[src/retrain_cfg.svh]
`ifndef RETRAIN_CFG_SVH
`define RETRAIN_CFG_SVH

// apb register byte offsets
`define OFS_CONTROL     12'h000
`define OFS_STATUS      12'h004
`define OFS_ABORT       12'h008
`define OFS_INT_STATUS  12'h00C
`define OFS_INT_MASK    12'h010

// control register fields
`define CTL_RETRAIN_BIT 0
`define CTL_REINIT_BIT  1

// status register fields
`define STS_CTS_BIT     0
`define STS_TX_LSB      8
`define STS_RX_LSB      16

// interrupt bit positions
`define INT_DONE_BIT    0
`define INT_ABORT_BIT   1
`define INT_CHANGE_BIT  2
`define INT_WIDTH       3

// reset values
`define INT_MASK_RST    3'h0
`define ABORT_RST       8'h00

// handshake status codes, control channel phase
`define CODE_INIT       8'h80
`define CODE_ALT        8'h81
`define CODE_MPH        8'h82
`define CODE_E_SEQ      8'h83
`define CODE_DATA       8'h84
`define CODE_AC_FOUND   8'h86
`define CODE_SH_FOUND   8'h87
`define CODE_PPH        8'h88
`define CODE_SH_WAIT    8'h89
`define CODE_AC         8'h8A
`define CODE_ALT_FOUND  8'h8B

// abort reasons
`define ABORT_NONE      8'h00
`define ABORT_TIMEOUT   8'h01
`define ABORT_ALT_LONG  8'h02

// timing: alt length limits in symbols, supervision time in ms
`define ALT_MIN_SYM     16
`define ALT_MAX_SYM     120
`define STEP_TIMEOUT_MS 2000
`define CLK_KHZ         50000
`define STEP_TIMEOUT_CYC (`STEP_TIMEOUT_MS * `CLK_KHZ)

`endif

[src/retrain_pkg.sv]
`default_nettype none

package retrain_pkg;

  // sequencer states of the control channel
  typedef enum logic [3:0] {
    ST_INIT, ST_SH_FOUND, ST_SH_WAIT, ST_DATA, ST_AC, ST_AC_FOUND,
    ST_PPH, ST_ALT, ST_ALT_FOUND, ST_MPH, ST_E_SEQ, ST_FAIL
  } seq_state_type;

  // signal the transmitter is told to send
  typedef enum logic [2:0] {
    TXS_SILENCE, TXS_AC, TXS_PPH, TXS_ALT, TXS_MPH, TXS_E_SEQ, TXS_SH
  } tx_signal_type;

endpackage : retrain_pkg

`default_nettype wire
[src/cc_retrain_sequencer.sv]
// Behaviour
// - on request drop cts, send ac
// - receiver detects pph during retrain
// - raise cts again when retrain completes
// - repeat mph until two identical received
// - accept alt lasting 16t to 120t
// - data mode reports 84 in both
// - retrain: tx 8a sending ac, rx 86
// - no change pages: 80, 87, 89 codes
// - low five bits hold phase state
//
// Added by the designer: the APB interface to the registers and the register offsets.
`timescale 1ns/1ps
`default_nettype none
`include "retrain_cfg.svh"

module cc_retrain_sequencer
  import retrain_pkg::*;
#(
  parameter int          SYMBOL_CYCLES = 16,                  // clocks per symbol t
  parameter int unsigned TIMEOUT_CYCLES = `STEP_TIMEOUT_CYC   // per-step limit
) (
  input  wire logic        clk,
  input  wire logic        rst_n,
  input  wire logic        psel,
  input  wire logic        penable,
  input  wire logic        pwrite,
  input  wire logic [11:0] paddr,
  input  wire logic [31:0] pwdata,
  output logic      [31:0] prdata,
  output logic             pready,
  output logic             pslverr,
  input  wire logic        ac_detect,      // receiver sees ac
  input  wire logic        pph_detect,     // receiver sees pph
  input  wire logic        alt_detect,     // receiver sees alt, level
  input  wire logic        mph_match,      // two identical mph frames in
  input  wire logic        e_detect,       // receiver sees e sequence
  input  wire logic        sh_detect,      // receiver sees sh
  output logic             cts,
  output tx_signal_type    tx_signal,
  output logic             irq
);

  localparam int unsigned ALT_MIN_CYC = `ALT_MIN_SYM * SYMBOL_CYCLES;
  localparam int unsigned ALT_MAX_CYC = `ALT_MAX_SYM * SYMBOL_CYCLES;

  // synchronised line events
  logic [5:0] ev;
  line_event_sync #(.WIDTH(6)) u_sync (
    .clk      (clk),
    .rst_n    (rst_n),
    .async_in ({sh_detect, e_detect, mph_match, alt_detect, pph_detect, ac_detect}),
    .sync_out (ev)
  );
  logic ev_ac, ev_pph, ev_alt, ev_mph2, ev_e, ev_sh;
  assign {ev_sh, ev_e, ev_mph2, ev_alt, ev_pph, ev_ac} = ev;

  // apb decode
  logic wr_acc;   // write access phase
  logic rd_acc;   // read access phase
  logic mapped;   // address hits a register
  assign wr_acc = psel && penable && pwrite;
  assign rd_acc = psel && penable && !pwrite;
  assign mapped = (paddr == `OFS_CONTROL) || (paddr == `OFS_STATUS) ||
                  (paddr == `OFS_ABORT) || (paddr == `OFS_INT_STATUS) ||
                  (paddr == `OFS_INT_MASK);
  assign pready  = 1'b1;                  // zero wait states
  assign pslverr = psel && penable && !mapped;

  logic req_wr;     // host request to retrain
  logic reinit_wr;  // host asks for a fresh channel init
  assign req_wr    = wr_acc && (paddr == `OFS_CONTROL) && pwdata[`CTL_RETRAIN_BIT];
  assign reinit_wr = wr_acc && (paddr == `OFS_CONTROL) && pwdata[`CTL_REINIT_BIT];

  // sequencer state
  seq_state_type state_reg, state_next;
  logic [31:0]   alt_cnt_reg, alt_cnt_next;     // cycles of alt seen
  logic [31:0]   tmo_cnt_reg, tmo_cnt_next;     // cycles in this step
  logic [7:0]    tx_code_reg, tx_code_next;
  logic [7:0]    rx_code_reg, rx_code_next;
  logic [7:0]    abort_reg, abort_next;
  logic          cts_reg, cts_next;
  logic          req_pend_reg, req_pend_next;   // request bit, self clearing
  tx_signal_type txs_reg, txs_next;

  // next state: one step per line event, with step timeout
  always_comb begin
    state_next    = state_reg;
    alt_cnt_next  = ev_alt ? alt_cnt_reg + 32'h1 : 32'h0;
    tmo_cnt_next  = tmo_cnt_reg + 32'h1;
    abort_next    = abort_reg;
    req_pend_next = req_pend_reg | req_wr;
    unique case (state_reg)
      ST_INIT:      if (ev_sh) state_next = ST_SH_FOUND;
      ST_SH_FOUND:  state_next = ST_SH_WAIT;
      ST_SH_WAIT: begin
        if (ev_e) state_next = ST_DATA;
        else if (ev_mph2) state_next = ST_E_SEQ;
        else if (ev_alt) state_next = ST_ALT;
      end
      ST_DATA, ST_FAIL: begin
        if (req_pend_reg) begin
          state_next    = ST_AC;
          req_pend_next = 1'b0;
          abort_next    = `ABORT_NONE;
        end
      end
      ST_AC:        if (ev_ac) state_next = ST_AC_FOUND;
      ST_AC_FOUND:  state_next = ST_PPH;
      ST_PPH:       if (ev_pph) state_next = ST_ALT;
      ST_ALT: begin
        // a short burst is a glitch; any length in the window is taken
        if (alt_cnt_reg > ALT_MAX_CYC) begin
          state_next = ST_FAIL;
          abort_next = `ABORT_ALT_LONG;
        end else if (!ev_alt && alt_cnt_reg >= ALT_MIN_CYC) begin
          state_next = ST_ALT_FOUND;
        end
      end
      ST_ALT_FOUND: state_next = ST_MPH;
      ST_MPH:       if (ev_mph2) state_next = ST_E_SEQ;
      ST_E_SEQ:     if (ev_e) state_next = ST_DATA;
    endcase
    if (state_next != state_reg) tmo_cnt_next = 32'h0;
    // stuck step ends in fail; data, init and fail wait forever
    if (state_reg != ST_DATA && state_reg != ST_FAIL && state_reg != ST_INIT &&
        state_next == state_reg && tmo_cnt_reg >= TIMEOUT_CYCLES - 1) begin
      state_next = ST_FAIL;
      abort_next = `ABORT_TIMEOUT;
    end
    if (reinit_wr) begin
      state_next    = ST_INIT;
      req_pend_next = 1'b0;
    end
  end

  // status codes, cts and transmit signal follow the next state
  always_comb begin
    tx_code_next = tx_code_reg;            // fail keeps the last codes
    rx_code_next = rx_code_reg;
    txs_next     = TXS_SILENCE;
    cts_next     = 1'b0;
    unique case (state_next)
      ST_INIT:      begin tx_code_next = `CODE_INIT;    rx_code_next = `CODE_INIT;      end
      ST_SH_FOUND:  begin tx_code_next = `CODE_SH_WAIT; rx_code_next = `CODE_SH_FOUND;
                          txs_next = TXS_SH; end
      ST_SH_WAIT:   begin tx_code_next = `CODE_SH_WAIT; rx_code_next = `CODE_SH_WAIT;
                          txs_next = TXS_SH; end
      ST_DATA:      begin tx_code_next = `CODE_DATA;    rx_code_next = `CODE_DATA;
                          cts_next = 1'b1; end
      ST_AC:        begin tx_code_next = `CODE_AC;      rx_code_next = `CODE_AC;
                          txs_next = TXS_AC; end
      ST_AC_FOUND:  begin tx_code_next = `CODE_AC;      rx_code_next = `CODE_AC_FOUND;
                          txs_next = TXS_AC; end
      ST_PPH:       begin tx_code_next = `CODE_PPH;     rx_code_next = `CODE_AC_FOUND;
                          txs_next = TXS_PPH; end
      ST_ALT:       begin tx_code_next = `CODE_ALT;     rx_code_next = `CODE_ALT;
                          txs_next = TXS_ALT; end
      ST_ALT_FOUND: begin tx_code_next = `CODE_ALT;     rx_code_next = `CODE_ALT_FOUND;
                          txs_next = TXS_ALT; end
      ST_MPH:       begin tx_code_next = `CODE_MPH;     rx_code_next = `CODE_MPH;
                          txs_next = TXS_MPH; end
      ST_E_SEQ:     begin tx_code_next = `CODE_E_SEQ;   rx_code_next = `CODE_E_SEQ;
                          txs_next = TXS_E_SEQ; end
      ST_FAIL:      txs_next = TXS_SILENCE;
    endcase
  end

  // sequencer registers
  always_ff @(posedge clk) begin
    if (!rst_n) begin
      state_reg    <= ST_INIT;
      alt_cnt_reg  <= 32'h0;
      tmo_cnt_reg  <= 32'h0;
      tx_code_reg  <= `CODE_INIT;
      rx_code_reg  <= `CODE_INIT;
      abort_reg    <= `ABORT_RST;
      cts_reg      <= 1'b0;
      req_pend_reg <= 1'b0;
      txs_reg      <= TXS_SILENCE;
    end else begin
      state_reg    <= state_next;
      alt_cnt_reg  <= alt_cnt_next;
      tmo_cnt_reg  <= tmo_cnt_next;
      tx_code_reg  <= tx_code_next;
      rx_code_reg  <= rx_code_next;
      abort_reg    <= abort_next;
      cts_reg      <= cts_next;
      req_pend_reg <= req_pend_next;
      txs_reg      <= txs_next;
    end
  end

  assign cts       = cts_reg;
  assign tx_signal = txs_reg;

  // interrupt events: completion, abort, any code change
  logic [`INT_WIDTH-1:0] int_sts_reg, int_sts_next;
  logic [`INT_WIDTH-1:0] int_mask_reg, int_mask_next;
  logic [`INT_WIDTH-1:0] int_ev;
  logic [31:0]           prdata_reg, prdata_next;

  always_comb begin
    int_ev = '0;
    int_ev[`INT_DONE_BIT]   = cts_next && !cts_reg;
    int_ev[`INT_ABORT_BIT]  = (state_next == ST_FAIL) && (state_reg != ST_FAIL);
    int_ev[`INT_CHANGE_BIT] = (tx_code_next != tx_code_reg) || (rx_code_next != rx_code_reg);
    int_sts_next = int_sts_reg;
    // read clears only the bits this read reported (latched at setup), so an
    // event landing between the setup and access edges survives; a new event
    // in the clearing cycle wins as well
    if (rd_acc && paddr == `OFS_INT_STATUS) begin
      int_sts_next = int_sts_reg & ~prdata_reg[`INT_WIDTH-1:0];
    end
    int_sts_next  = int_sts_next | int_ev;
    int_mask_next = int_mask_reg;
    if (wr_acc && paddr == `OFS_INT_MASK) int_mask_next = pwdata[`INT_WIDTH-1:0];
    // read data latched in setup so it stands through the access phase
    prdata_next = prdata_reg;
    if (psel && !penable) begin
      prdata_next = 32'h0;
      unique case (paddr)
        `OFS_CONTROL:    prdata_next[`CTL_RETRAIN_BIT] = req_pend_reg;
        `OFS_STATUS: begin
          prdata_next[`STS_CTS_BIT]           = cts_reg;
          prdata_next[`STS_TX_LSB +: 8]       = tx_code_reg;
          prdata_next[`STS_RX_LSB +: 8]       = rx_code_reg;
        end
        `OFS_ABORT:      prdata_next[7:0] = abort_reg;
        `OFS_INT_STATUS: prdata_next[`INT_WIDTH-1:0] = int_sts_reg;
        `OFS_INT_MASK:   prdata_next[`INT_WIDTH-1:0] = int_mask_reg;
        default:         prdata_next = 32'h0;
      endcase
    end
  end

  // bus side registers
  always_ff @(posedge clk) begin
    if (!rst_n) begin
      int_sts_reg  <= '0;
      int_mask_reg <= `INT_MASK_RST;
      prdata_reg   <= 32'h0;
    end else begin
      int_sts_reg  <= int_sts_next;
      int_mask_reg <= int_mask_next;
      prdata_reg   <= prdata_next;
    end
  end

  assign prdata = prdata_reg;
  assign irq    = |(int_sts_reg & int_mask_reg);

  // checks
  req_drops_cts_a: assert property (@(posedge clk) disable iff (!rst_n)
    (state_reg == ST_DATA && req_pend_reg && !reinit_wr) |=> (!cts && tx_signal == TXS_AC))
    else $error("retrain request did not drop cts and start ac");
  pph_leads_alt_a: assert property (@(posedge clk) disable iff (!rst_n)
    (state_reg == ST_PPH && ev_pph && !reinit_wr) |=> (tx_signal == TXS_ALT))
    else $error("pph detect did not move to alt");
  done_raises_cts_a: assert property (@(posedge clk) disable iff (!rst_n)
    (state_reg == ST_E_SEQ && ev_e && !reinit_wr) |=> $rose(cts))
    else $error("cts not raised on completion");
  mph_needs_match_a: assert property (@(posedge clk) disable iff (!rst_n)
    (state_reg == ST_MPH && !ev_mph2 && !reinit_wr && tmo_cnt_reg < TIMEOUT_CYCLES - 1)
      |=> (tx_signal == TXS_MPH))
    else $error("mph stopped without a match");
  alt_window_a: assert property (@(posedge clk) disable iff (!rst_n)
    (state_reg == ST_ALT && state_next == ST_ALT_FOUND)
      |-> (alt_cnt_reg >= ALT_MIN_CYC && alt_cnt_reg <= ALT_MAX_CYC))
    else $error("alt accepted outside its window");
  data_codes_a: assert property (@(posedge clk) disable iff (!rst_n)
    cts |-> (tx_code_reg == `CODE_DATA && rx_code_reg == `CODE_DATA))
    else $error("data mode codes not 84");
  ac_codes_a: assert property (@(posedge clk) disable iff (!rst_n)
    (tx_signal == TXS_AC) |-> (tx_code_reg == `CODE_AC))
    else $error("ac sent without code 8a");
  fail_holds_codes_a: assert property (@(posedge clk) disable iff (!rst_n)
    (state_reg == ST_FAIL && $past(state_reg) == ST_FAIL)
      |-> ($stable(tx_code_reg) && $stable(rx_code_reg) && abort_reg != `ABORT_NONE))
    else $error("fail lost diagnostic codes");
  irq_level_a: assert property (@(posedge clk) disable iff (!rst_n)
    (|(int_ev & int_mask_next)) |=> irq)
    else $error("unmasked event did not raise irq");

  full_retrain_c: cover property (@(posedge clk) disable iff (!rst_n)
    (state_reg == ST_AC) ##[1:1000] (state_reg == ST_DATA));
  sh_page_c:      cover property (@(posedge clk) disable iff (!rst_n)
    (state_reg == ST_SH_WAIT) ##[1:1000] (state_reg == ST_DATA));
  alt_long_c:     cover property (@(posedge clk) disable iff (!rst_n)
    (abort_next == `ABORT_ALT_LONG) && (state_reg == ST_ALT));
  irq_c:          cover property (@(posedge clk) disable iff (!rst_n) $rose(irq));

endmodule : cc_retrain_sequencer

`default_nettype wire

[src/line_event_sync.sv]
`timescale 1ns/1ps
`default_nettype none

module line_event_sync #(
  parameter int WIDTH = 6
) (
  input  wire logic             clk,
  input  wire logic             rst_n,
  input  wire logic [WIDTH-1:0] async_in,
  output logic      [WIDTH-1:0] sync_out
);

  logic [WIDTH-1:0] s1_reg;     // first stage, read only by s2
  logic [WIDTH-1:0] s2_reg;     // second stage
  logic [WIDTH-1:0] s3_reg;     // third stage
  logic [WIDTH-1:0] out_reg;    // accepted level
  logic [WIDTH-1:0] out_next;

  // per bit: a change counts once stages two and three agree
  for (genvar i = 0; i < WIDTH; i++) begin : g_bit
    always_comb begin
      out_next[i] = (s2_reg[i] == s3_reg[i]) ? s3_reg[i] : out_reg[i];
    end
  end

  // plain shift chain; a glitch seen by one stage only never reaches out
  always_ff @(posedge clk) begin
    if (!rst_n) begin
      s1_reg  <= '0;
      s2_reg  <= '0;
      s3_reg  <= '0;
      out_reg <= '0;
    end else begin
      s1_reg  <= async_in;
      s2_reg  <= s1_reg;
      s3_reg  <= s2_reg;
      out_reg <= out_next;
    end
  end

  assign sync_out = out_reg;

endmodule : line_event_sync

`default_nettype wire

[config.mk]
export PLATFORM = sky130hd
export DESIGN_NAME = cc_retrain_sequencer
export DESIGN_NICKNAME = d
export VERILOG_FILES = /design/src/retrain_pkg.sv /design/src/cc_retrain_sequencer.sv /design/src/line_event_sync.sv
export VERILOG_INCLUDE_DIRS = /design/src
export SDC_FILE = /design/constraint.sdc
export NUM_CORES = 1
export LEC_CHECK = 0
export ABC_CLOCK_PERIOD_IN_PS = 4300
export BUFFER_PORTS_ARGS = -buffer_cell sky130_fd_sc_hd__buf_4
export CAP_MARGIN = 30
export CORE_ASPECT_RATIO = 0.7
export CORE_UTILIZATION = 47
export DETAILED_ROUTE_END_ITERATION = 8
export HOLD_SLACK_MARGIN = 0.1
export PLACE_DENSITY = 0.69
export SETUP_SLACK_MARGIN = 0.05
export SLEW_MARGIN = 20
export SYNTH_ARGS = -nofsm -noshare
export SYNTH_HDL_FRONTEND = slang
export SYNTH_SLANG_ARGS = --single-unit
[constraint.sdc]
create_clock -name clk -period 4.3 [get_ports clk]
set_input_delay 0.86 -clock clk [delete_from_list [all_inputs] [get_ports clk]]
set_output_delay 0.86 -clock clk [all_outputs]
set_load 0.02 [all_outputs]
==> results of run 1 <==
-- per-stage QoR --
step,hold WS [ps],instance area (sq um)
global placement,422,6900
floorplan,412,6470
detailed placement,423,6900
finish,438,7550
CTS,440,7520
global route,451,7550
-- cell usage after synthesis (4+ instances only) --
| cell type | instances | share of area (%) |
|---|---|---|
| sky130_fd_sc_hd__a211oi_1 | 4 | 0.47 |
| sky130_fd_sc_hd__a21o_1 | 4 | 0.47 |
| sky130_fd_sc_hd__a21oi_1 | 41 | 3.2 |
| sky130_fd_sc_hd__a22oi_1 | 17 | 2.0 |
| sky130_fd_sc_hd__a31o_2 | 4 | 0.55 |
| sky130_fd_sc_hd__a31oi_1 | 9 | 0.88 |
| sky130_fd_sc_hd__and2_1 | 27 | 2.6 |
| sky130_fd_sc_hd__and3_1 | 15 | 1.5 |
| sky130_fd_sc_hd__and4_1 | 8 | 1.1 |
| sky130_fd_sc_hd__buf_2 | 5 | 0.39 |
| sky130_fd_sc_hd__buf_4 | 14 | 1.6 |
| sky130_fd_sc_hd__clkbuf_1 | 25 | 1.5 |
| sky130_fd_sc_hd__dfxtp_1 | 140 | 44 |
| sky130_fd_sc_hd__inv_1 | 14 | 0.82 |
| sky130_fd_sc_hd__mux2i_1 | 4 | 0.62 |
| sky130_fd_sc_hd__nand2_1 | 54 | 3.2 |
| sky130_fd_sc_hd__nand2b_1 | 6 | 0.58 |
| sky130_fd_sc_hd__nand3_1 | 31 | 2.4 |
| sky130_fd_sc_hd__nand4_1 | 18 | 1.8 |
| sky130_fd_sc_hd__nor2_1 | 115 | 6.7 |
| sky130_fd_sc_hd__nor2b_1 | 8 | 0.78 |
| sky130_fd_sc_hd__nor3_1 | 22 | 1.7 |
| sky130_fd_sc_hd__nor3b_1 | 4 | 0.47 |
| sky130_fd_sc_hd__nor4_1 | 14 | 1.4 |
| sky130_fd_sc_hd__o21a_1 | 5 | 0.58 |
| sky130_fd_sc_hd__o21ai_0 | 29 | 2.3 |
| sky130_fd_sc_hd__or2_2 | 4 | 0.39 |
| sky130_fd_sc_hd__or3_1 | 12 | 1.2 |
| sky130_fd_sc_hd__or4_1 | 4 | 0.47 |
| sky130_fd_sc_hd__xnor2_1 | 7 | 0.95 |
| sky130_fd_sc_hd__xor2_1 | 43 | 5.9 |
-- final cells by class --
type                            count  share of cell area (%)
Tap cell                          185                    3.06
Sequential cell                   140                    37.1
Clock buffer                       17                    5.63
Timing Repair Buffer               59                    6.06
Clock inverter                     15                    2.65
Inverter                           14                   0.696
Multi-Input combinational cell    575                    44.8
-- logic make-up after synthesis --
group	count (synthesis)	share of synthesized area (%)
fa+ha+maj	3	0.584
compound gates	145	14.9
buf+inv	61	4.50
simple gates	356	28.1
other cells	2	0.117
mux	7	1.32
xor+xnor	50	6.82
flops	140	43.6
-- power groups by stage --
stage	combinational [mW]	sequential [mW]	clock, mW
after global placement	1.74	1.52	0
after CTS	1.77	1.50	1.57
after detailed placement	1.76	1.52	0
after floorplan	1.40	1.47	0
after global routing	2.04	1.52	1.63
final	1.84	1.50	1.55
-- worst min-delay path by stage --
stage	from	to	slack, ps	depth (start not counted)
4_1_cts	u_sync.s1_reg[1]	u_sync.s2_reg[1]	440	1
3_5_place_dp	u_sync.s1_reg[5]	u_sync.s2_reg[5]	420	1
2_1_floorplan	u_sync.s1_reg[0]	u_sync.s2_reg[0]	410	1
5_1_grt	u_sync.s1_reg[2]	u_sync.s2_reg[2]	450	1
6_report	u_sync.s1_reg[1]	u_sync.s2_reg[1]	440	1
3_3_place_gp	u_sync.s1_reg[3]	u_sync.s2_reg[3]	420	1
-- per-layer routing --
| metal | routed length [um] | track usage [%] |
|---|---|---|
| met3 | 722 | 5.39 |
| met1 | 7720 | 31.0 |
| met5 | 0 | 0 |
| met2 | 6190 | 32.2 |
| met4 | 123 | 7.28 |
==> impl_metrics.yaml, run 1 <==
run_status:
  outcome: "completed"
worst_setup_path:
  crit_end: "int_sts_reg[2]"
  crit_path_max_incr_delay_ps: 730
  cp_data_required_time_ps: 4620
  cp-start-kind: "flop"
  timing.rr.start: "state_reg[2]"
  setup.worst_path.end_class: "flop"
  crit_fanout: 20
  critPathLaunch: "state_reg[2]"
  crit_top_cell: "sky130_fd_sc_hd__nor3_1"
  rrSetupSlack_ps: 490
  critical_path_class: "reg2reg"
  cp.depth: 10
  largest_delay_contributor_family_on_the_critical_path: "simple AND/OR/NAND/NOR gates"
  crit_buf_inv: 0
  series_of_cell_instances_along_the_critical_path: "and4bb_2, or4_1, or4_4, a211oi_4, nor3_1, nor4_1, nor3_1, o221ai_1, nor4_2, o31ai_1"
  cp_data_arrival_time_ps: 4130
  r2r-end: "int_sts_reg[2]"
  ff2ff_path_depth: 10
  crit_path_top_delay_cell: "sky130_fd_sc_hd__dfxtp_1"
placement:
  place_worst_setup_slack_ps: 592
  place.port_buffers: 50
  global_placement_routability_congestion: 0.881
  hpwl_um: 10400
  placedCellCount: 971
sta:
  finClkSkew_ps: 13.8
  max-slew-margin-rel_pct: 40.1
  worst_slack_ps: 486
  fmaxAchievable_mhz: 262
  final-hold-violation-count: 0
  setup_total_negative_slack_ps: 0
  fin_crit_sh_pct: 88.7
  rsz0062_at_grt: "no"
  setup_viol: 0
  minimum_period_implied_by_the_final_worst_setup_slack_ps: 3810
  pin_slew_with_the_least_headroom_to_its_limit_ps: 899
  final-max-slew-violation-count: 0
final_layout:
  areaGrowthSynthToFinish_pct: 17.6
  multi_input_comb_area_sq_mm: 0.00338
  fillcell_total: 1198
  layout.cells.most_common_list: "sky130_fd_sc_hd__dfxtp_1, sky130_fd_sc_hd__nor2_1, sky130_fd_sc_hd__buf_4"
  drive_above_1_share_pct: 13.5
  finish.cell_count_without_fillers: 1005
  register_area_sq_mm: 0.00280
  final_nets: 865
  antennaDiodeCount: 0
  final_core_utilization_pct: 57.1
  mostFrequentLayoutCell: "sky130_fd_sc_hd__dfxtp_1"
synth:
  library_cells_used_by_synthesis: 68
  seq_area_frac_synth_pct: 43.6
  synthCells: 764
  post_synth_instance_area_sq_mm: 0.00642
  postSynthRegisterBits: 140
  predominant_post_synthesis_flop_cell: "sky130_fd_sc_hd__dfxtp_1"
  number_of_synthesized_flops_with_an_enable_pin: 0
  synth_async_sr_flop_share_pct: 0
  total_of_warnings_raised_by_yosys: 0
  synth_area_per_cell_sq_um: 8.41
clocking:
  number_of_resized_instances_in_the_post_cts_repair_step: 0
  clock_latency_ps: 420
  cts_htree_levels: 4
  clk_pin_slew_worst_paths_ps: 60
  clock_sinks: 140
  ctsHoldBuffers: 0
  clk_path_buf_depth: 2
  clock_root_buffer_master: "sky130_fd_sc_hd__clkbuf_16"
  clock_tree_from_tritoncts: "done"
  tritoncts.num_buffers: 17
  total_setup_buffers_inserted_after_cts: 0
drt:
  routedWlPerCell_um: 14.7
  totalWireLength_um: 14700
  drc: 0
  vias: 5582
  firstDrtPassIters: 5
  antenna_left: 0
  initial_drc_count: 534
  via_per_inst: 5.55
die:
  dieWidth_um: 142
  placement_rows: 35
  coreArea_sq_mm: 0.0132
  initial_utilization_pct: 48.6
  floorplan.die_area_sq_mm: 0.0141
  ioPinCount: 94
  die_height_um: 99.8
power_and_ir_drop:
  switching_share_pct: 38.7
  post-layout-total-power_mw: 4.89
  power_frac_comb_pct: 37.6
  power.switching_mw: 1.90
  clock_group_share_of_total_power_pct: 31.7
  seqPwrFrac_pct: 30.7
  internal_cell_power_mw: 3.00
  ir_drop_mv: 0.376
  p_leak_nw: 2.79
  power_per_cell_area_mw_per_mm2: 648
global_route:
  grt_max_degree: 40
  overall_global_routing_usage_pct: 21.8
  grt_overflow: 0
  first_global_vias: 5208
  number_of_antenna_violations_at_the_first_check_in_global_routing: 0
  grt_first_pass_wirelength_um: 24600
min_path:
  timing.hold.worst.class: "reg2reg"
flow_run:
  cap_violations: 0
Note: power is estimated with default switching activity, not from simulation.
==> inputs of run 2 (changes only) <==
--- a/config.mk
+++ b/config.mk
@@ -6,6 +6,7 @@
 export SDC_FILE = /design/constraint.sdc
 export NUM_CORES = 1
 export LEC_CHECK = 0
+export ABC_AREA = 1
 export ABC_CLOCK_PERIOD_IN_PS = 4300
 export BUFFER_PORTS_ARGS = -buffer_cell sky130_fd_sc_hd__buf_4
 export CAP_MARGIN = 30
@@ -13,7 +14,7 @@
 export CORE_UTILIZATION = 47
 export DETAILED_ROUTE_END_ITERATION = 8
 export HOLD_SLACK_MARGIN = 0.1
-export PLACE_DENSITY = 0.69
+export PLACE_DENSITY = 0.68
 export SETUP_SLACK_MARGIN = 0.05
 export SLEW_MARGIN = 20
 export SYNTH_ARGS = -nofsm -noshare
==> run 2 against run 1 <==
Against the previous run: clock power is 5% lower; combinational power is 10% higher; sequential power is 3% lower; sequential share of layout area is 1.5 points lower; largest cell class unchanged; largest power group unchanged.
==> impl_metrics.yaml, run 2 <==
placement:
  placedCellCount: 1180
  place.port_buffers: 50
  hpwl_um: 10100
  global_placement_routability_congestion: 0.914
  detailed_place.area_sq_mm: 0.00726
drt:
  via_per_inst: 4.88
  totalWireLength_um: 13800
  drc: 0
  firstDrtPassIters: 5
  routedWlPerCell_um: 11.4
  initial_drc_count: 385
  vias: 5912
  antenna_left: 0
synth:
  total_of_warnings_raised_by_yosys: 0
  synth_area_per_cell_sq_um: 7.05
  synth_async_sr_flop_share_pct: 0
  predominant_post_synthesis_flop_cell: "sky130_fd_sc_hd__dfxtp_1"
  postSynthRegisterBits: 140
  synthCells: 957
  synth_top_area_share_pct: 41.5
  number_of_synthesized_flops_with_an_enable_pin: 0
  seq_area_frac_synth_pct: 41.5
  post-synth-top-count-cell: "sky130_fd_sc_hd__nand2_1"
  library_cells_used_by_synthesis: 51
  post_synth_instance_area_sq_mm: 0.00675
  netlist.top_cell.by_area: "sky130_fd_sc_hd__dfxtp_1"
  yosys-top-cells-count: "sky130_fd_sc_hd__nand2_1, sky130_fd_sc_hd__inv_1, sky130_fd_sc_hd__dfxtp_1, sky130_fd_sc_hd__nor2_1, sky130_fd_sc_hd__a21oi_1"
  synth.area.top_cells: "sky130_fd_sc_hd__dfxtp_1, sky130_fd_sc_hd__nand2_1, sky130_fd_sc_hd__inv_1"
sta:
  fmaxAchievable_mhz: 288
  setup_viol: 0
  worst_hold_slack_ps: 414
  final-hold-violation-count: 0
  pin_slew_with_the_least_headroom_to_its_limit_ps: 780
  minimum_period_implied_by_the_final_worst_setup_slack_ps: 3480
  fin_crit_sh_pct: 80.8
  finClkSkew_ps: 20.0
  setup_total_negative_slack_ps: 0
  max-slew-margin-rel_pct: 47.9
  rsz0062_at_grt: "no"
  final-max-slew-violation-count: 0
power_and_ir_drop:
  ir_drop_mv: 0.363
  clock_group_share_of_total_power_pct: 29.7
  power.switching_mw: 2.13
  switching_share_pct: 43.0
  power_per_cell_area_mw_per_mm2: 630
  power_frac_comb_pct: 40.9
  seqPwrFrac_pct: 29.4
  internal_cell_power_mw: 2.83
  p_leak_nw: 3.29
  post-layout-total-power_mw: 4.96
worst_setup_path:
  cp-start-kind: "input port"
  critical_path_class: "in2reg"
  crit_fanout: 14
  cp_data_arrival_time_ps: 3790
  setup.worst_path.end_class: "flop"
  cp_data_required_time_ps: 4610
die:
  ioPinCount: 94
  initial_utilization_pct: 48.3
  coreArea_sq_mm: 0.0140
  dieWidth_um: 145
  placement_rows: 36
  floorplan.die_area_sq_mm: 0.0149
  die_height_um: 102
clocking:
  clock_latency_ps: 420
  ctsHoldBuffers: 0
  tritoncts.num_buffers: 17
  cts_htree_levels: 4
  number_of_resized_instances_in_the_post_cts_repair_step: 0
  clock_sinks: 140
  total_setup_buffers_inserted_after_cts: 0
  clock_tree_from_tritoncts: "done"
  clk_pin_slew_worst_paths_ps: 70
  clk_path_buf_depth: 2
  clock_root_buffer_master: "sky130_fd_sc_hd__clkbuf_16"
min_path:
  timing.hold.worst.class: "reg2reg"
global_route:
  grt_first_pass_wirelength_um: 24200
  overall_global_routing_usage_pct: 19.7
  first_global_vias: 5237
  number_of_antenna_violations_at_the_first_check_in_global_routing: 0
  grt_max_degree: 37
  grt_overflow: 0
flow_run:
  cap_violations: 0
final_layout:
  antennaDiodeCount: 0
  layout.cells.most_common_list: "sky130_fd_sc_hd__nand2_1, sky130_fd_sc_hd__inv_1, sky130_fd_sc_hd__dfxtp_1"
  final_nets: 1067
  finish.cell_count_without_fillers: 1212
  drive_above_1_share_pct: 13.9
  stdcell_area_sq_mm: 0.00788
  areaGrowthSynthToFinish_pct: 16.7
  mostFrequentLayoutCell: "sky130_fd_sc_hd__nand2_1"
run_status:
  outcome: "completed"
==> run 2: cell type report <==
class | instances | area, sq um
timing repair buffer | 54 | 405
clock inverter | 15 | 196
sequential | 140 | 2800
fill | 1331 | 6090
inverter | 147 | 552
tap | 190 | 238
clock buffer | 17 | 425
multi-input combinational | 649 | 3260
==> run 2: layer usage <==
| metal | routed length, um | part of all wire (%) | GRT usage (%) | vias to the layer above |
|---|---|---|---|---|
| met5 | 0 | 0 | 0 | - |
| met4 | 84 | 0.61 | 4.70 | 0 |
| met3 | 718 | 5.2 | 3.97 | 8 |
| met2 | 5380 | 39 | 28.7 | 132 |
| met1 | 7670 | 55 | 29.7 | 2576 |
| li1 | - | - | - | 3196 |
==> run 2: kinds of logic after synthesis <==
kind of cell	count (synthesis)	synth area share, %
XOR/XNOR	5	0.649
AND/OR/NAND/NOR	476	33.2
adder cells (fa/ha/maj)	3	0.556
other	2	0.111
flip-flops	140	41.5
AO/OA/AOI/OAI	151	13.0
buffers and inverters	180	11.0
==> run 2: worst max-delay path, cell delays in order <==
cell and delay, ps:
sky130_fd_sc_hd__buf_4 110, sky130_fd_sc_hd__nor4_2 370, sky130_fd_sc_hd__inv_1 100, sky130_fd_sc_hd__nor3_1 140, sky130_fd_sc_hd__inv_1 130, sky130_fd_sc_hd__nor3_4 190
sky130_fd_sc_hd__nand3_1 440, sky130_fd_sc_hd__nand3_1 340, sky130_fd_sc_hd__nand2_1 120, sky130_fd_sc_hd__nand2_2 240, sky130_fd_sc_hd__nand3_1 190, sky130_fd_sc_hd__nand3_1 110
sky130_fd_sc_hd__nand2_1 60, sky130_fd_sc_hd__nor2_1 100, sky130_fd_sc_hd__nand4_1 150, sky130_fd_sc_hd__nand2_1 90, sky130_fd_sc_hd__inv_1 40
==> run 2: final timing paths <==
path	endpoint	slack, ps	start	cells past startpoint
hold reg to reg	u_sync.s2_reg[1]	410	u_sync.s1_reg[1]	2
hold / removal	u_sync.s2_reg[1]	410	u_sync.s1_reg[1]	2
setup / recovery	int_sts_reg[2]	820	paddr[9]	17
setup reg to reg	int_sts_reg[2]	1000	tmo_cnt_reg[0]	22
==> run 2: through the flow <==
step / worst slack [ps] / util, %
floorplan: 1170 / -
global placement: 495 / 52.0
detailed placement: 449 / 52.0
CTS: 842 / 56.4
global route: 508 / 56.4
finish: 825 / 56.4
==> run 2: power groups by stage <==
stage / combinational, mW / sequential [mW] / clock, mW
after CTS: 2.01 / 1.46 / 1.50
after detailed placement: 2.00 / 1.49 / 0
after global routing: 2.30 / 1.47 / 1.56
after global placement: 1.98 / 1.49 / 0
after floorplan: 1.63 / 1.48 / 0
final: 2.03 / 1.46 / 1.47
==> inputs of run 3 (changes only) <==
--- a/config.mk
+++ b/config.mk
@@ -7,7 +7,7 @@
 export NUM_CORES = 1
 export LEC_CHECK = 0
 export ABC_AREA = 1
-export ABC_CLOCK_PERIOD_IN_PS = 4300
+export ABC_CLOCK_PERIOD_IN_PS = 3600
 export BUFFER_PORTS_ARGS = -buffer_cell sky130_fd_sc_hd__buf_4
 export CAP_MARGIN = 30
 export CORE_ASPECT_RATIO = 0.7
==> constraint.sdc (replaced) <==
create_clock -name clk -period 3.6 [get_ports clk]
set_input_delay 0.72 -clock clk [delete_from_list [all_inputs] [get_ports clk]]
set_output_delay 0.72 -clock clk [all_outputs]
set_load 0.02 [all_outputs]
==> run 3 against run 2 <==
Against the previous run: setup slack worse by 460 ps; sequential share of layout area about the same; worst hold slack lost 0.57 ps; highest routed layer unchanged; first-iteration DRC count is 14% higher; critical path depth is 5 higher; sequential power grew 20%.
==> impl_metrics.yaml, run 3 (synthesis gave the netlist of run 2 again) <==
clocking:
  clk_pin_slew_worst_paths_ps: 60
  ctsHoldBuffers: 0
  total_setup_buffers_inserted_after_cts: 0
  clock_sinks: 140
  clock_tree_from_tritoncts: "done"
  clk_path_buf_depth: 2
  cts_htree_levels: 4
  clock_latency_ps: 420
  clock_root_buffer_master: "sky130_fd_sc_hd__clkbuf_16"
  tritoncts.num_buffers: 17
final_layout:
  areaGrowthSynthToFinish_pct: 16.6
  final_nets: 1072
  antennaDiodeCount: 0
  layout.cells.most_common_list: "sky130_fd_sc_hd__nand2_1, sky130_fd_sc_hd__inv_1, sky130_fd_sc_hd__dfxtp_1"
  drive_above_1_share_pct: 14.3
  fillcell_total: 1330
  mostFrequentLayoutCell: "sky130_fd_sc_hd__nand2_1"
drt:
  initial_drc_count: 437
  antenna_left: 0
  routedWlPerCell_um: 11.5
  via_per_inst: 4.93
  vias: 6000
  firstDrtPassIters: 4
  drc: 0
  totalWireLength_um: 14000
global_route:
  grt.met1_usage_pct: 30.0
  number_of_antenna_violations_at_the_first_check_in_global_routing: 0
  first_global_vias: 5094
  grt_overflow: 0
  groute.layer.met2.usage_pct: 26.3
  global_route.usage.met3_pct: 5.13
  grt_first_pass_wirelength_um: 23800
  grt_max_degree: 37
  overall_global_routing_usage_pct: 19.7
  gr-max-usage-layer: "met1"
worst_setup_path:
  critPathLaunch: "state_reg[2]"
  cp_data_required_time_ps: 3920
  crit_path_max_incr_delay_ps: 530
  crit_path_top_delay_cell: "sky130_fd_sc_hd__dfxtp_1"
  crit_fanout: 10
  crit_top_cell: "sky130_fd_sc_hd__nand2_1"
  setup.worst_path.end_class: "flop"
  series_of_cell_instances_along_the_critical_path: "inv_1, o21ai_2, inv_2, nand3_1, nor2_1, nand3_2, nand2_2, nand2_1, nand2_1, nor2_2, nand3_4, nand2_2, nand3_2, nand2_1, nand2_2, buf_4, nand3_1, nand2_1, nor2_1, nand4_1, nand2_1, inv_1"
  crit_end: "int_sts_reg[2]"
  ff2ff_path_depth: 22
  cp_data_arrival_time_ps: 3560
  r2r-end: "int_sts_reg[2]"
  cp-start-kind: "flop"
  rrSetupSlack_ps: 360
  critical_path_class: "reg2reg"
  timing.rr.start: "state_reg[2]"
sta:
  rsz0062_at_grt: "no"
  pin_slew_with_the_least_headroom_to_its_limit_ps: 763
  finClkSkew_ps: 7.33
  fmaxAchievable_mhz: 309
  setup_total_negative_slack_ps: 0
  setup_viol: 0
  final-max-slew-violation-count: 0
  worst_slack_ps: 362
  fin_crit_sh_pct: 89.9
  max-slew-margin-rel_pct: 49.1
  minimum_period_implied_by_the_final_worst_setup_slack_ps: 3240
  final-hold-violation-count: 0
die:
  die_height_um: 102
  dieWidth_um: 145
  floorplan.die_area_sq_mm: 0.0149
  coreArea_sq_mm: 0.0140
  initial_utilization_pct: 48.3
  ioPinCount: 94
  placement_rows: 36
power_and_ir_drop:
  ir_drop_mv: 0.463
  p_leak_nw: 3.30
  power_per_cell_area_mw_per_mm2: 751
placement:
  place.port_buffers: 50
  place_worst_setup_slack_ps: 304
  global_placement_routability_congestion: 0.924
  hpwl_um: 10200
run_status:
  outcome: "completed"
min_path:
  timing.hold.worst.class: "reg2reg"
flow_run:
  cap_violations: 0
-- run 3: through the flow --
step	hold WS, ps	instances	util (%)	power [mW]	cell area [sq um]
4_1_cts	413	1216	56.4	5.92	7870
3_3_place_gp	393	1185	52.2	4.17	7290
3_5_place_dp	398	1185	52.2	4.19	7290
6_report	413	1216	56.4	5.91	7870
2_1_floorplan	390	969	-	3.71	6790
5_1_grt	421	1216	56.4	6.34	7870
-- run 3: repair_timing --
| action | CTS | global route |
|---|---|---|
| gates resized for setup | 0 | 1 |
| endpoints found under the hold margin | 0 | 0 |
| endpoints found under the setup margin | 0 | 1 |
-- run 3: final cells by class --
class | count | area (sq um) | area share [%]
inverter | 147 | 552 | 7.01
timing repair buffer | 59 | 443 | 5.63
multi-input combinational | 649 | 3260 | 41.4
clock buffer | 17 | 425 | 5.40
clock inverter | 14 | 150 | 1.91
sequential | 140 | 2800 | 35.6
tap | 190 | 238 | 3.02
-- run 3: worst min path at each step --
stage / start / endpoint / slack, ps / cells past startpoint
final: u_sync.s1_reg[5] / u_sync.s2_reg[5] / 410 / 2
after global routing: u_sync.s1_reg[3] / u_sync.s2_reg[3] / 420 / 2
after CTS: u_sync.s1_reg[1] / u_sync.s2_reg[1] / 410 / 2
after detailed placement: u_sync.s1_reg[1] / u_sync.s2_reg[1] / 400 / 2
after global placement: u_sync.s1_reg[5] / u_sync.s2_reg[5] / 390 / 2
after floorplan: u_sync.s1_reg[0] / u_sync.s2_reg[0] / 390 / 2
-- run 3: where the power goes --
part	leakage (nW)	total (mW)	switching, mW	internal, mW
clock network	0.281	1.71	0.731	0.974
registers	1.14	1.75	0.0879	1.66
logic	1.88	2.46	1.67	0.788
total	3.30	5.91	2.49	3.42
-- run 3: critical path, delay by kind of cell, from the launching register on --
kind | cells | cell delay, ps
AO/OA/AOI/OAI | 1 | 310
buffers and inverters | 4 | 430
AND/OR/NAND/NOR | 17 | 1860
flip-flops | 1 | 530
-- run 3: routing by layer --
| metal | vias up | part of all wire (%) |
|---|---|---|
| met5 | - | 0 |
| met1 | 2642 | 56 |
| li1 | 3198 | - |
| met2 | 146 | 37 |
| met4 | 0 | 1.2 |
| met3 | 14 | 6.2 |
